## config.mk

```make
export PLATFORM = sky130hd
export DESIGN_NAME = peripheral_soft_reset_control
export DESIGN_NICKNAME = d
export VERILOG_FILES = /design/src/rtl/soft_reset_pkg.sv /design/src/rtl/peripheral_soft_reset_control.sv
export SDC_FILE = /design/constraint.sdc
export NUM_CORES = 1
export LEC_CHECK = 0
export BUFFER_PORTS_ARGS = -buffer_cell sky130_fd_sc_hd__buf_2
export CORE_AREA = 3 3 69 71
export CTS_BUF_LIST = sky130_fd_sc_hd__clkbuf_4 sky130_fd_sc_hd__clkbuf_8
export DETAILED_ROUTE_END_ITERATION = 7
export DIE_AREA = 0 0 72 74
export PLACE_DENSITY = 0.92
export SYNTH_ARGS = -nofsm -noshare
export SYNTH_HDL_FRONTEND = slang
export SYNTH_SLANG_ARGS = --single-unit
export TNS_END_PERCENT = 1
```

## constraint.sdc

```tcl
create_clock -name mclk_i -period 6.8 [get_ports mclk_i]
set_clock_uncertainty 0.2 [all_clocks]
set_input_delay 1.02 -clock mclk_i [delete_from_list [all_inputs] [get_ports mclk_i]]
set_output_delay 1.02 -clock mclk_i [all_outputs]
set_load 0.1 [all_outputs]
```

## src/rtl/soft_reset_pkg.sv

```systemverilog
// Purpose: shared constants for the peripheral soft reset control block
// Assumes: 32-bit classic wishbone register bus, byte addressed
// Notes:   offsets are byte addresses; field constants are bit positions
package soft_reset_pkg;

  localparam int unsigned     DATA_WIDTH = 32;
  localparam int unsigned     OFFSET_WIDTH = 12;

  // register byte offsets
  localparam logic [11:0] PERIPHERAL_RESET_BANK_A_OFFSET = 12'h040;
  localparam logic [11:0] PERIPHERAL_RESET_BANK_B_OFFSET = 12'h044;
  localparam logic [11:0] MASKED_WRITE_STATUS_OFFSET     = 12'h050;

  // reset values
  localparam logic [31:0] PERIPHERAL_RESET_BANK_A_RESET  = 32'h0000_0000;
  localparam logic [31:0] PERIPHERAL_RESET_BANK_B_RESET  = 32'h0000_0000;
  localparam logic [1:0]  MASKED_WRITE_STATUS_RESET      = 2'h0;

  // bank a fields
  localparam int unsigned     ADC_RESET_BIT              = 16;
  localparam int unsigned     HIBERNATION_RESET_BIT      = 6;
  localparam int unsigned     WATCHDOG_RESET_BIT         = 3;

  // bank b fields
  localparam int unsigned     COMPARATOR_A_RESET_BIT     = 24;
  localparam int unsigned     COMPARATOR_B_RESET_BIT     = 25;
  localparam int unsigned     COMPARATOR_C_RESET_BIT     = 26;
  localparam int unsigned     GP_COUNTER_A_RESET_BIT     = 16;
  localparam int unsigned     GP_COUNTER_B_RESET_BIT     = 17;
  localparam int unsigned     GP_COUNTER_C_RESET_BIT     = 18;
  localparam int unsigned     GP_COUNTER_D_RESET_BIT     = 19;
  localparam int unsigned     SYNC_SERIAL_RESET_BIT      = 4;
  localparam int unsigned     SERIAL_PORT_A_RESET_BIT    = 0;
  localparam int unsigned     SERIAL_PORT_B_RESET_BIT    = 1;

  // implemented-bit masks; every other position is reserved
  localparam logic [31:0] BANK_A_IMPLEMENTED_MASK        = 32'h0001_0048;
  localparam logic [31:0] BANK_B_IMPLEMENTED_MASK        = 32'h070F_0013;

  // status register fields
  localparam int unsigned     MASKED_WRITE_A_BIT         = 0;
  localparam int unsigned     MASKED_WRITE_B_BIT         = 1;
  localparam int unsigned     ANY_RESET_ACTIVE_BIT       = 8;

endpackage

```

## src/rtl/peripheral_soft_reset_control.sv

```systemverilog
// Purpose: software-driven reset requests for on-chip peripherals
// Assumes: capability masks come from logic on mclk_i, so they are not resynchronised
// Notes:   one wait state on every bus access; unmapped addresses answer with err
`timescale 1ns/100ps

// Functional notes
// - writes to bank a are ANDed bit by bit with capability mask a
// - writes to bank b are ANDed bit by bit with capability mask b
// - bank a bit 16 is read/write and drives the converter reset request
// - bank a bit 6 is read/write and drives the hibernation unit reset request
// - bank a bit 3 is read/write and drives the watchdog reset request
// - bank b bits 26..24 drive comparators c, b, a reset requests; read/write
// - bank b bits 19..16 drive general-purpose counters d..a reset requests
// - bank b bit 4 is read/write and drives the synchronous serial reset request
// - bank b bits 1 and 0 drive serial ports b and a reset requests
// - both banks clear to zero on system reset
// - unassigned bits read zero and ignore writes; software should preserve them
module peripheral_soft_reset_control
  import soft_reset_pkg::*;
#(
  parameter int unsigned ADDR_WIDTH = 12
) (
  input  wire logic                  mclk_i,
  input  wire logic                  resetn_i,
  input  wire logic [ADDR_WIDTH-1:0] wb_adr_i,
  input  wire logic [31:0]           wb_dat_i,
  output logic      [31:0]           wb_dat_o,
  input  wire logic                  wb_we_i,
  input  wire logic [3:0]            wb_sel_i,
  input  wire logic                  wb_stb_i,
  input  wire logic                  wb_cyc_i,
  output logic                       wb_ack_o,
  output logic                       wb_err_o,
  input  wire logic [31:0]           capability_mask_a_i,
  input  wire logic [31:0]           capability_mask_b_i,
  output logic                       adc_reset_o,
  output logic                       hibernation_reset_o,
  output logic                       watchdog_reset_o,
  output logic      [2:0]            comparator_reset_o,
  output logic      [3:0]            gp_counter_reset_o,
  output logic                       sync_serial_reset_o,
  output logic      [1:0]            serial_port_reset_o
);

  if (ADDR_WIDTH < OFFSET_WIDTH || ADDR_WIDTH > 32) begin : g_bad_addr_width
    $error("ADDR_WIDTH must lie between the register offset width and 32");
  end

  // bus request and response tracking
  logic                  request;
  logic                  resp_q;
  logic                  resp_d;
  logic                  hit_q;
  logic                  hit_d;
  logic [31:0]           rdata_q;
  logic [31:0]           rdata_d;
  logic                  commit;
  logic [31:0]           lane_mask;

  // address decode
  logic [ADDR_WIDTH-1:0] word_addr;
  logic                  sel_bank_a;
  logic                  sel_bank_b;
  logic                  sel_status;
  logic                  addr_hit;

  // register state
  logic [31:0]           bank_a_q;
  logic [31:0]           bank_b_q;
  logic [31:0]           bank_a_wmask;
  logic [31:0]           bank_b_wmask;
  logic [31:0]           bank_a_wdata;
  logic [31:0]           bank_b_wdata;
  logic                  write_bank_a;
  logic                  write_bank_b;
  logic                  write_status;

  // masked-write sticky flags
  logic [1:0]            masked_write_q;
  logic [1:0]            masked_write_d;
  logic [1:0]            masked_write_set;
  logic [1:0]            masked_write_clr;
  logic                  any_reset_active;
  logic [31:0]           status_word;
  logic [31:0]           read_mux;

  assign request   = wb_cyc_i & wb_stb_i;
  // word aligned: the two low address bits do not take part in the decode
  assign word_addr = {wb_adr_i[ADDR_WIDTH-1:2], 2'b00};

  assign sel_bank_a = (word_addr == ADDR_WIDTH'(PERIPHERAL_RESET_BANK_A_OFFSET));
  assign sel_bank_b = (word_addr == ADDR_WIDTH'(PERIPHERAL_RESET_BANK_B_OFFSET));
  assign sel_status = (word_addr == ADDR_WIDTH'(MASKED_WRITE_STATUS_OFFSET));
  assign addr_hit   = sel_bank_a | sel_bank_b | sel_status;

  // response comes one cycle after the request is seen, and drops the cycle after
  assign resp_d = request & ~resp_q;
  assign hit_d  = addr_hit;

  assign wb_ack_o = resp_q & hit_q;
  assign wb_err_o = resp_q & ~hit_q;
  assign wb_dat_o = rdata_q;

  // write takes effect on the edge at which the master samples ack
  assign commit = resp_q & hit_q & request & wb_we_i;

  // byte lane enables expanded to bit level
  genvar lane;
  for (lane = 0; lane < 4; lane++) begin : g_lane
    assign lane_mask[lane*8 +: 8] = {8{wb_sel_i[lane]}};
  end

  assign write_bank_a = commit & sel_bank_a;
  assign write_bank_b = commit & sel_bank_b;
  assign write_status = commit & sel_status;

  // only implemented bits in selected lanes may change; reserved bits never do
  assign bank_a_wmask = lane_mask & BANK_A_IMPLEMENTED_MASK;
  assign bank_b_wmask = lane_mask & BANK_B_IMPLEMENTED_MASK;

  // a one written for an absent unit is dropped here, before it can take effect
  assign bank_a_wdata = wb_dat_i & capability_mask_a_i;
  assign bank_b_wdata = wb_dat_i & capability_mask_b_i;

  // per-bit register cells; reserved positions are constant zero
  genvar b;
  for (b = 0; b < 32; b++) begin : g_bit
    if (BANK_A_IMPLEMENTED_MASK[b]) begin : g_a_impl
      always_ff @(posedge mclk_i) begin
        if (!resetn_i) begin
          bank_a_q[b] <= PERIPHERAL_RESET_BANK_A_RESET[b];
        end else if (write_bank_a && bank_a_wmask[b]) begin
          bank_a_q[b] <= bank_a_wdata[b];
        end
      end
    end else begin : g_a_rsvd
      assign bank_a_q[b] = 1'b0;
    end
    if (BANK_B_IMPLEMENTED_MASK[b]) begin : g_b_impl
      always_ff @(posedge mclk_i) begin
        if (!resetn_i) begin
          bank_b_q[b] <= PERIPHERAL_RESET_BANK_B_RESET[b];
        end else if (write_bank_b && bank_b_wmask[b]) begin
          bank_b_q[b] <= bank_b_wdata[b];
        end
      end
    end else begin : g_b_rsvd
      assign bank_b_q[b] = 1'b0;
    end
  end

  // sticky report of a write that tried to set a bit for an absent unit;
  // lets software notice that a unit it meant to reset is not present
  assign masked_write_set[MASKED_WRITE_A_BIT] =
    write_bank_a & |(wb_dat_i & bank_a_wmask & ~capability_mask_a_i);
  assign masked_write_set[MASKED_WRITE_B_BIT] =
    write_bank_b & |(wb_dat_i & bank_b_wmask & ~capability_mask_b_i);
  // write one to clear, low byte lane only
  assign masked_write_clr =
    {2{write_status & wb_sel_i[0]}} & wb_dat_i[MASKED_WRITE_B_BIT:MASKED_WRITE_A_BIT];
  // a new event in the clearing cycle is kept: set wins over clear
  assign masked_write_d = (masked_write_q & ~masked_write_clr) | masked_write_set;

  assign any_reset_active = |bank_a_q | |bank_b_q;

  always_comb begin
    status_word                                      = 32'h0000_0000;
    status_word[MASKED_WRITE_B_BIT:MASKED_WRITE_A_BIT] = masked_write_q;
    status_word[ANY_RESET_ACTIVE_BIT]                = any_reset_active;
  end

  // reserved bits of both banks read as zero through the constant cells
  assign read_mux = sel_bank_a ? bank_a_q :
                    sel_bank_b ? bank_b_q :
                    sel_status ? status_word : 32'h0000_0000;

  // read data is captured with the request so it is stable while ack is high
  assign rdata_d = (request && !resp_q && !wb_we_i) ? read_mux : rdata_q;

  always_ff @(posedge mclk_i) begin
    if (!resetn_i) begin
      resp_q  <= 1'b0;
      hit_q   <= 1'b0;
      rdata_q <= 32'h0000_0000;
    end else begin
      resp_q  <= resp_d;
      hit_q   <= hit_d;
      rdata_q <= rdata_d;
    end
  end

  always_ff @(posedge mclk_i) begin
    if (!resetn_i) begin
      masked_write_q <= MASKED_WRITE_STATUS_RESET;
    end else begin
      masked_write_q <= masked_write_d;
    end
  end

  // reset requests follow the stored bits directly: held while a bit reads one
  assign adc_reset_o            = bank_a_q[ADC_RESET_BIT];
  assign hibernation_reset_o    = bank_a_q[HIBERNATION_RESET_BIT];
  assign watchdog_reset_o       = bank_a_q[WATCHDOG_RESET_BIT];
  assign comparator_reset_o[0]  = bank_b_q[COMPARATOR_A_RESET_BIT];
  assign comparator_reset_o[1]  = bank_b_q[COMPARATOR_B_RESET_BIT];
  assign comparator_reset_o[2]  = bank_b_q[COMPARATOR_C_RESET_BIT];
  assign gp_counter_reset_o[0]  = bank_b_q[GP_COUNTER_A_RESET_BIT];
  assign gp_counter_reset_o[1]  = bank_b_q[GP_COUNTER_B_RESET_BIT];
  assign gp_counter_reset_o[2]  = bank_b_q[GP_COUNTER_C_RESET_BIT];
  assign gp_counter_reset_o[3]  = bank_b_q[GP_COUNTER_D_RESET_BIT];
  assign sync_serial_reset_o    = bank_b_q[SYNC_SERIAL_RESET_BIT];
  assign serial_port_reset_o[0] = bank_b_q[SERIAL_PORT_A_RESET_BIT];
  assign serial_port_reset_o[1] = bank_b_q[SERIAL_PORT_B_RESET_BIT];

endmodule

```

==> impl_metrics.csv, run 1 <==
group,metric,value,unit
status,status,"completed",
sta,relSlewSlack,0.353,
sta,final.setup.tns,0,ps
sta,fmax,324,MHz
global_routing,grt_usage,0.159,
sta,finalCritPeriodShare,0.453,
sta,fin_ws,3720,ps
setup_path,cp.arrival,3080,ps
synthesis,synth_ff_type,"dfxtp_1",
clock_network,cts_resized,0,
synthesis,ys_seq_area_frac,0.363,
placed_design,post-place-ws,3430,ps
clock_network,clkTransAtPathRegs,60,ps
synthesis,synthTopCellsByArea,"dfxtp_1 (36%), buf_4 (9.1%), or4_1 (6.8%), o31ai_1 (5.9%), nand2_1 (5.4%)",
setup_path,reg2reg_slack,4220,ps
sta,setup_viol,0,
detailed_routing,drcViolationCount,0,
synthesis,synth_top_area_share,0.363,
setup_path,r2r-start,"resp_q",
sta,rsz0062_at_grt,"false",
clock_network,clockRootBuffer,"clkbuf_8",
detailed_routing,drt_iter0_markers,115,
synthesis,yosysTopAreaCell,"dfxtp_1",
synthesis,synth-seq-cells,30,
sta,finalMaxSlewViolations,0,
detailed_routing,antenna_left,0,
synthesis,synth_edf_count,0,
global_routing,grt_max_degree,30,
placed_design,dp.final_hpwl,3.39,mm
sta,worst_pin_slew,963,ps
layout,finalNetCount,387,
floorplan,die_h,74,um
clock_network,htree_levels,2,
synthesis,synth-async-reset-ratio,0,
detailed_routing,wl,4.32,mm
global_routing,antenna_found_initial,0,
synthesis,yosysWarnings,0,
clock_network,cts_tree,"yes",
floorplan,ios,164,
min_path,hp-class,"reg2reg",
layout,fillers,426,
setup_path,critPathLaunchType,"primary input",
placed_design,io_buffers,70,
floorplan,coreArea,4290,um^2
synthesis,yosys-top-cells-count,"dfxtp_1 (30), nand2_1 (24), buf_4 (20)",
detailed_routing,wl_per_cell,13.4,um
detailed_routing,drtPass1Iterations,4,
floorplan,initial_core_util,0.385,
synthesis,synth.avg_cell_area,8.11,um^2
power_and_ir_drop,power.density,200,nW/um^2
global_routing,grt-ovfl-total,0,
setup_path,required,6800,ps
sta,period_needed,3080,ps
synthesis,syn_inst,204,
layout,antenna_cells,0,
synthesis,synth_most_common_cell,"dfxtp_1",
floorplan,design.die.area,5330,um^2
power_and_ir_drop,ir_drop,0.0000810,V
min_path,hp-start,"wb_dat_o[3]",
detailed_routing,via_per_inst,5.20,
layout,synthToLayoutAreaGrowth,22.4,%
clock_network,clock_path_buffers,2,
placed_design,place.gp.congestion,0.796,
clock_network,numClockSinks,30,
clock_network,insertion_delay,280,ps
global_routing,grt_pass1_wl,6.69,mm
floorplan,die_w,72,um
floorplan,row_count,24,
setup_path,cp_max_fo,14,
power_and_ir_drop,p_total,0.405,mW
synthesis,synth_cell_type_count,37,
flow_run,cap_viol_max_count,0,
synthesis,syn_area,1660,um^2
layout,seq_area,601,um^2
layout,final_layout_size_suffix_gt1_frac,0.299,
clock_network,cts_hold_buf,0,
detailed_routing,routed-via-count,1679,
clock_network,cts_setup_buffers,0,
global_routing,grt_pass1_vias,1469,
setup_path,setup.worst_path.start,"wb_we_i",
sta,fin_hold_ws,255,ps
layout,final_util,0.472,
setup_path,end_kind,"register",
clock_network,cts_made_buffers,5,
power_and_ir_drop,power_leakage,0.886,nW
layout,multi_input_area,871,um^2
sta,hold_viol_final,0,
setup_path,worstSetupPathType,"in2reg",
sequential cells by signal (all words and copies together) (netlist names):
name and count:
adc_reset_o 1, comparator_reset_o 3, gp_counter_reset_o 4, hibernation_reset_o 1, hit_q 1, masked_write_q 2, resp_q 1, serial_port_reset_o 2
sync_serial_reset_o 1, watchdog_reset_o 1, wb_dat_o 13
worst max-delay path, stage by stage:
cell	delay, ps
buf_2	120
nand4bb_1	600
nor4_2	1020
nand2_1	110
a31oi_1	200
power breakdown:
| group | internal, mW | leakage (nW) | switching, mW | total [mW] |
|---|---|---|---|---|
| Combinational | 0.0139 | 0.592 | 0.0650 | 0.0790 |
| Clock | 0.0854 | 0.0517 | 0.0639 | 0.149 |
| Sequential | 0.176 | 0.242 | 0.000301 | 0.176 |
placed cells by master, fill, tap and decap left out, types with 2 or more instances in the layout:
| master | instances |
|---|---|
| dfxtp_1 | 30 |
| nor3_1 | 3 |
| inv_1 | 12 |
| a41oi_1 | 2 |
| nand2b_1 | 6 |
| clkbuf_8 | 6 |
| nand3_1 | 7 |
| nor2b_1 | 3 |
| o31ai_1 | 13 |
| nor2_1 | 9 |
| a211oi_1 | 2 |
| o221ai_1 | 2 |
| buf_2 | 70 |
| a31oi_1 | 3 |
| nand2_1 | 24 |
| nand4_1 | 2 |
| a22oi_1 | 7 |
| nor4_1 | 5 |
| a21oi_1 | 16 |
| conb_1 | 19 |
| or4_1 | 15 |
kinds of logic after synthesis:
logic type,count (synthesis),share of synthesized area
buf+inv,41,0.152
other cells,1,0.00227
flops,30,0.363
compound gates,50,0.205
simple gates,82,0.278
final cells by class:
class                           instances  area share
Tap cell                               52      0.0321
Inverter                               12      0.0222
Clock buffer                            7      0.0444
Multi-Input combinational cell        151       0.430
Sequential cell                        30       0.296
Timing Repair Buffer                   70       0.173
Clock inverter                          1     0.00247
metrics by stage:
stage | instance area, um^2 | instances
3_3_place_gp | 1930 | 315
5_1_grt | 2030 | 323
3_5_place_dp | 1930 | 315
2_1_floorplan | 1720 | 222
6_report | 2030 | 323
4_1_cts | 2030 | 323
metal layers:
layer | vias to the layer above | global-route usage | share of wire
li1 | 846 | - | -
met1 | 747 | 0.212 | 0.45
met2 | 78 | 0.249 | 0.44
met3 | 8 | 0.0432 | 0.092
met4 | 0 | 0.0564 | 0.018
met5 | - | 0 | 0
path summary, 6_finish.rpt:
kind                            depth (start not counted)     endpoint
worst max-delay path                                    5  wb_dat_o[0]
worst min-delay path                                    2  wb_dat_o[3]
worst max register to register                          4  wb_dat_o[0]
worst min register to register                          2  wb_dat_o[3]
No activity file was read; power rests on OpenSTA's default activity.
==> run 2, diff against run 1 <==
CORE_AREA = 3 3 71 73   (was 3 3 69 71)
DIE_AREA = 0 0 74 76   (was 0 0 72 74)
PLACE_DENSITY = 0.87   (was 0.92)
clock period = 3.2 ns   (was 6.8 ns; I/O delays follow)
==> run 2 against run 1 <==
  * Sequential power grew 110%
  * Via count increased by 2.9%
  * Utilization fell by 0.60 points
  * Non-clock buffer count increased by 4
  * Total power increased by 110%
  * Cell count up 1.2%
  * Critical endpoint is now hibernation_reset_o
  * Clock power up 120%
==> impl_metrics.csv, run 2 (synthesis gave the netlist of run 1 again) <==
group,metric,value,unit
detailed_routing,drt_iter0_markers,90,
power_and_ir_drop,p_clk_frac,0.371,
global_routing,grt_pass1_vias,1548,
floorplan,coreArea,4410,um^2
layout,fin_area,2060,um^2
clock_network,clkTransAtPathRegs,60,ps
detailed_routing,routed-via-count,1727,
status,status,"completed",
sta,final.setup.tns,0,ps
placed_design,place.gp.congestion,0.777,
sta,period_needed,2440,ps
layout,synthToLayoutAreaGrowth,24.3,%
sta,hold_viol_final,0,
setup_path,cp.arrival,2450,ps
clock_network,clock_path_buffers,2,
floorplan,die_w,74,um
clock_network,cts_hold_buf,0,
power_and_ir_drop,seq_power_share,0.433,
power_and_ir_drop,switching_share,0.324,
floorplan,design.die.area,5620,um^2
power_and_ir_drop,ir_drop,0.000129,V
clock_network,clockRootBuffer,"clkbuf_8",
sta,fmax,409,MHz
clock_network,cts_made_buffers,5,
power_and_ir_drop,power_leakage,0.905,nW
placed_design,dp.final_hpwl,3.57,mm
detailed_routing,wl_per_cell,13.9,um
layout,finalNonFillerCells,327,
layout,largest_reg_flops,13,
placed_design,place_inst,319,
global_routing,antenna_found_initial,0,
floorplan,row_count,24,
detailed_routing,wl,4.55,mm
global_routing,grt-ovfl-total,0,
layout,most-common-layout-cells,"buf_2 (70), dfxtp_1 (30), nand2_1 (24)",
power_and_ir_drop,internal_power,0.586,mW
power_and_ir_drop,power.density,421,nW/um^2
detailed_routing,drcViolationCount,0,
setup_path,worstSetupPathType,"in2reg",
sta,rsz0062_at_grt,"false",
clock_network,insertion_delay,290,ps
setup_path,critPathLaunchType,"primary input",
setup_path,required,3200,ps
floorplan,ios,164,
layout,antenna_cells,0,
layout,final_layout_size_suffix_gt1_frac,0.309,
sta,relSlewSlack,0.414,
floorplan,die_h,76,um
floorplan,initial_core_util,0.375,
layout,finalNetCount,391,
global_routing,grt_max_degree,30,
detailed_routing,drtPass1Iterations,5,
sta,fin_hold_ws,231,ps
power_and_ir_drop,switchingPower,0.280,mW
layout,fillers,436,
power_and_ir_drop,p_comb_frac,0.196,
sta,worst_pin_slew,878,ps
setup_path,end_kind,"register",
placed_design,dpl_cell_area,1960,um^2
clock_network,cts_setup_buffers,0,
sta,setup_viol,0,
layout,layout_commonest_cell,"buf_2",
placed_design,io_buffers,70,
detailed_routing,via_per_inst,5.28,
clock_network,cts_resized,0,
sta,finalMaxSlewViolations,0,
clock_network,cts_tree,"yes",
global_routing,grt_pass1_wl,7.33,mm
flow_run,cap_viol_max_count,0,
clock_network,htree_levels,2,
global_routing,grt_usage,0.165,
clock_network,numClockSinks,30,
sta,finalCritPeriodShare,0.764,
min_path,hp-class,"in2reg",
detailed_routing,antenna_left,0,
setup_path,cp_max_fo,7,
==> run 2: final timing paths <==
| path | from | end | slack (ps) | cells after the start |
|---|---|---|---|---|
| worst max-delay path | wb_adr_i[9] | hibernation_reset_o | 760 | 5 |
| worst min-delay path | resetn_i | masked_write_q[1] | 230 | 2 |
| worst min register to register | wb_dat_o[6] | wb_dat_o[6] | 250 | 2 |
| worst max register to register | resp_q | serial_port_reset_o[0] | 1240 | 4 |
==> run 2: layer usage <==
layer	vias up	wire [um]	global-route usage
met5	-	0	0
met4	0	102	0.0851
met3	11	428	0.0369
met2	84	2110	0.243
met1	779	1910	0.222
li1	853	-	-
==> run 2: power by group through the flow <==
stage / Clock (mW) / Combinational, mW / Sequential (mW)
global placement: 0 / 0.166 / 0.383
CTS: 0.326 / 0.169 / 0.375
finish: 0.322 / 0.170 / 0.375
floorplan: 0 / 0.146 / 0.383
global route: 0.341 / 0.180 / 0.374
detailed placement: 0 / 0.169 / 0.383
==> run 2: layout make-up <==
cell class | instances | area (um^2) | share of cell area
clock buffers | 7 | 90.1 | 0.0438
clock inverters | 1 | 5.00 | 0.00243
inverters | 12 | 45.0 | 0.0219
multi-input cells | 151 | 871 | 0.423
flip-flops and latches | 30 | 601 | 0.292
well taps | 52 | 65.1 | 0.0316
repair buffers | 74 | 380 | 0.185
==> run 2: metrics by stage <==
step | util | power [mW] | setup slack (ps)
after global routing | 0.466 | 0.895 | 670
final | 0.466 | 0.866 | 756
after global placement | 0.444 | 0.549 | 488
after CTS | 0.466 | 0.870 | 762
after detailed placement | 0.444 | 0.552 | 475
after floorplan | - | 0.529 | 681
==> run 2: critical path, stage by stage <==
cell     delay (ps)
buf_2           110
or4_4           550
or4_1           620
or4_1           540
a21oi_1         150
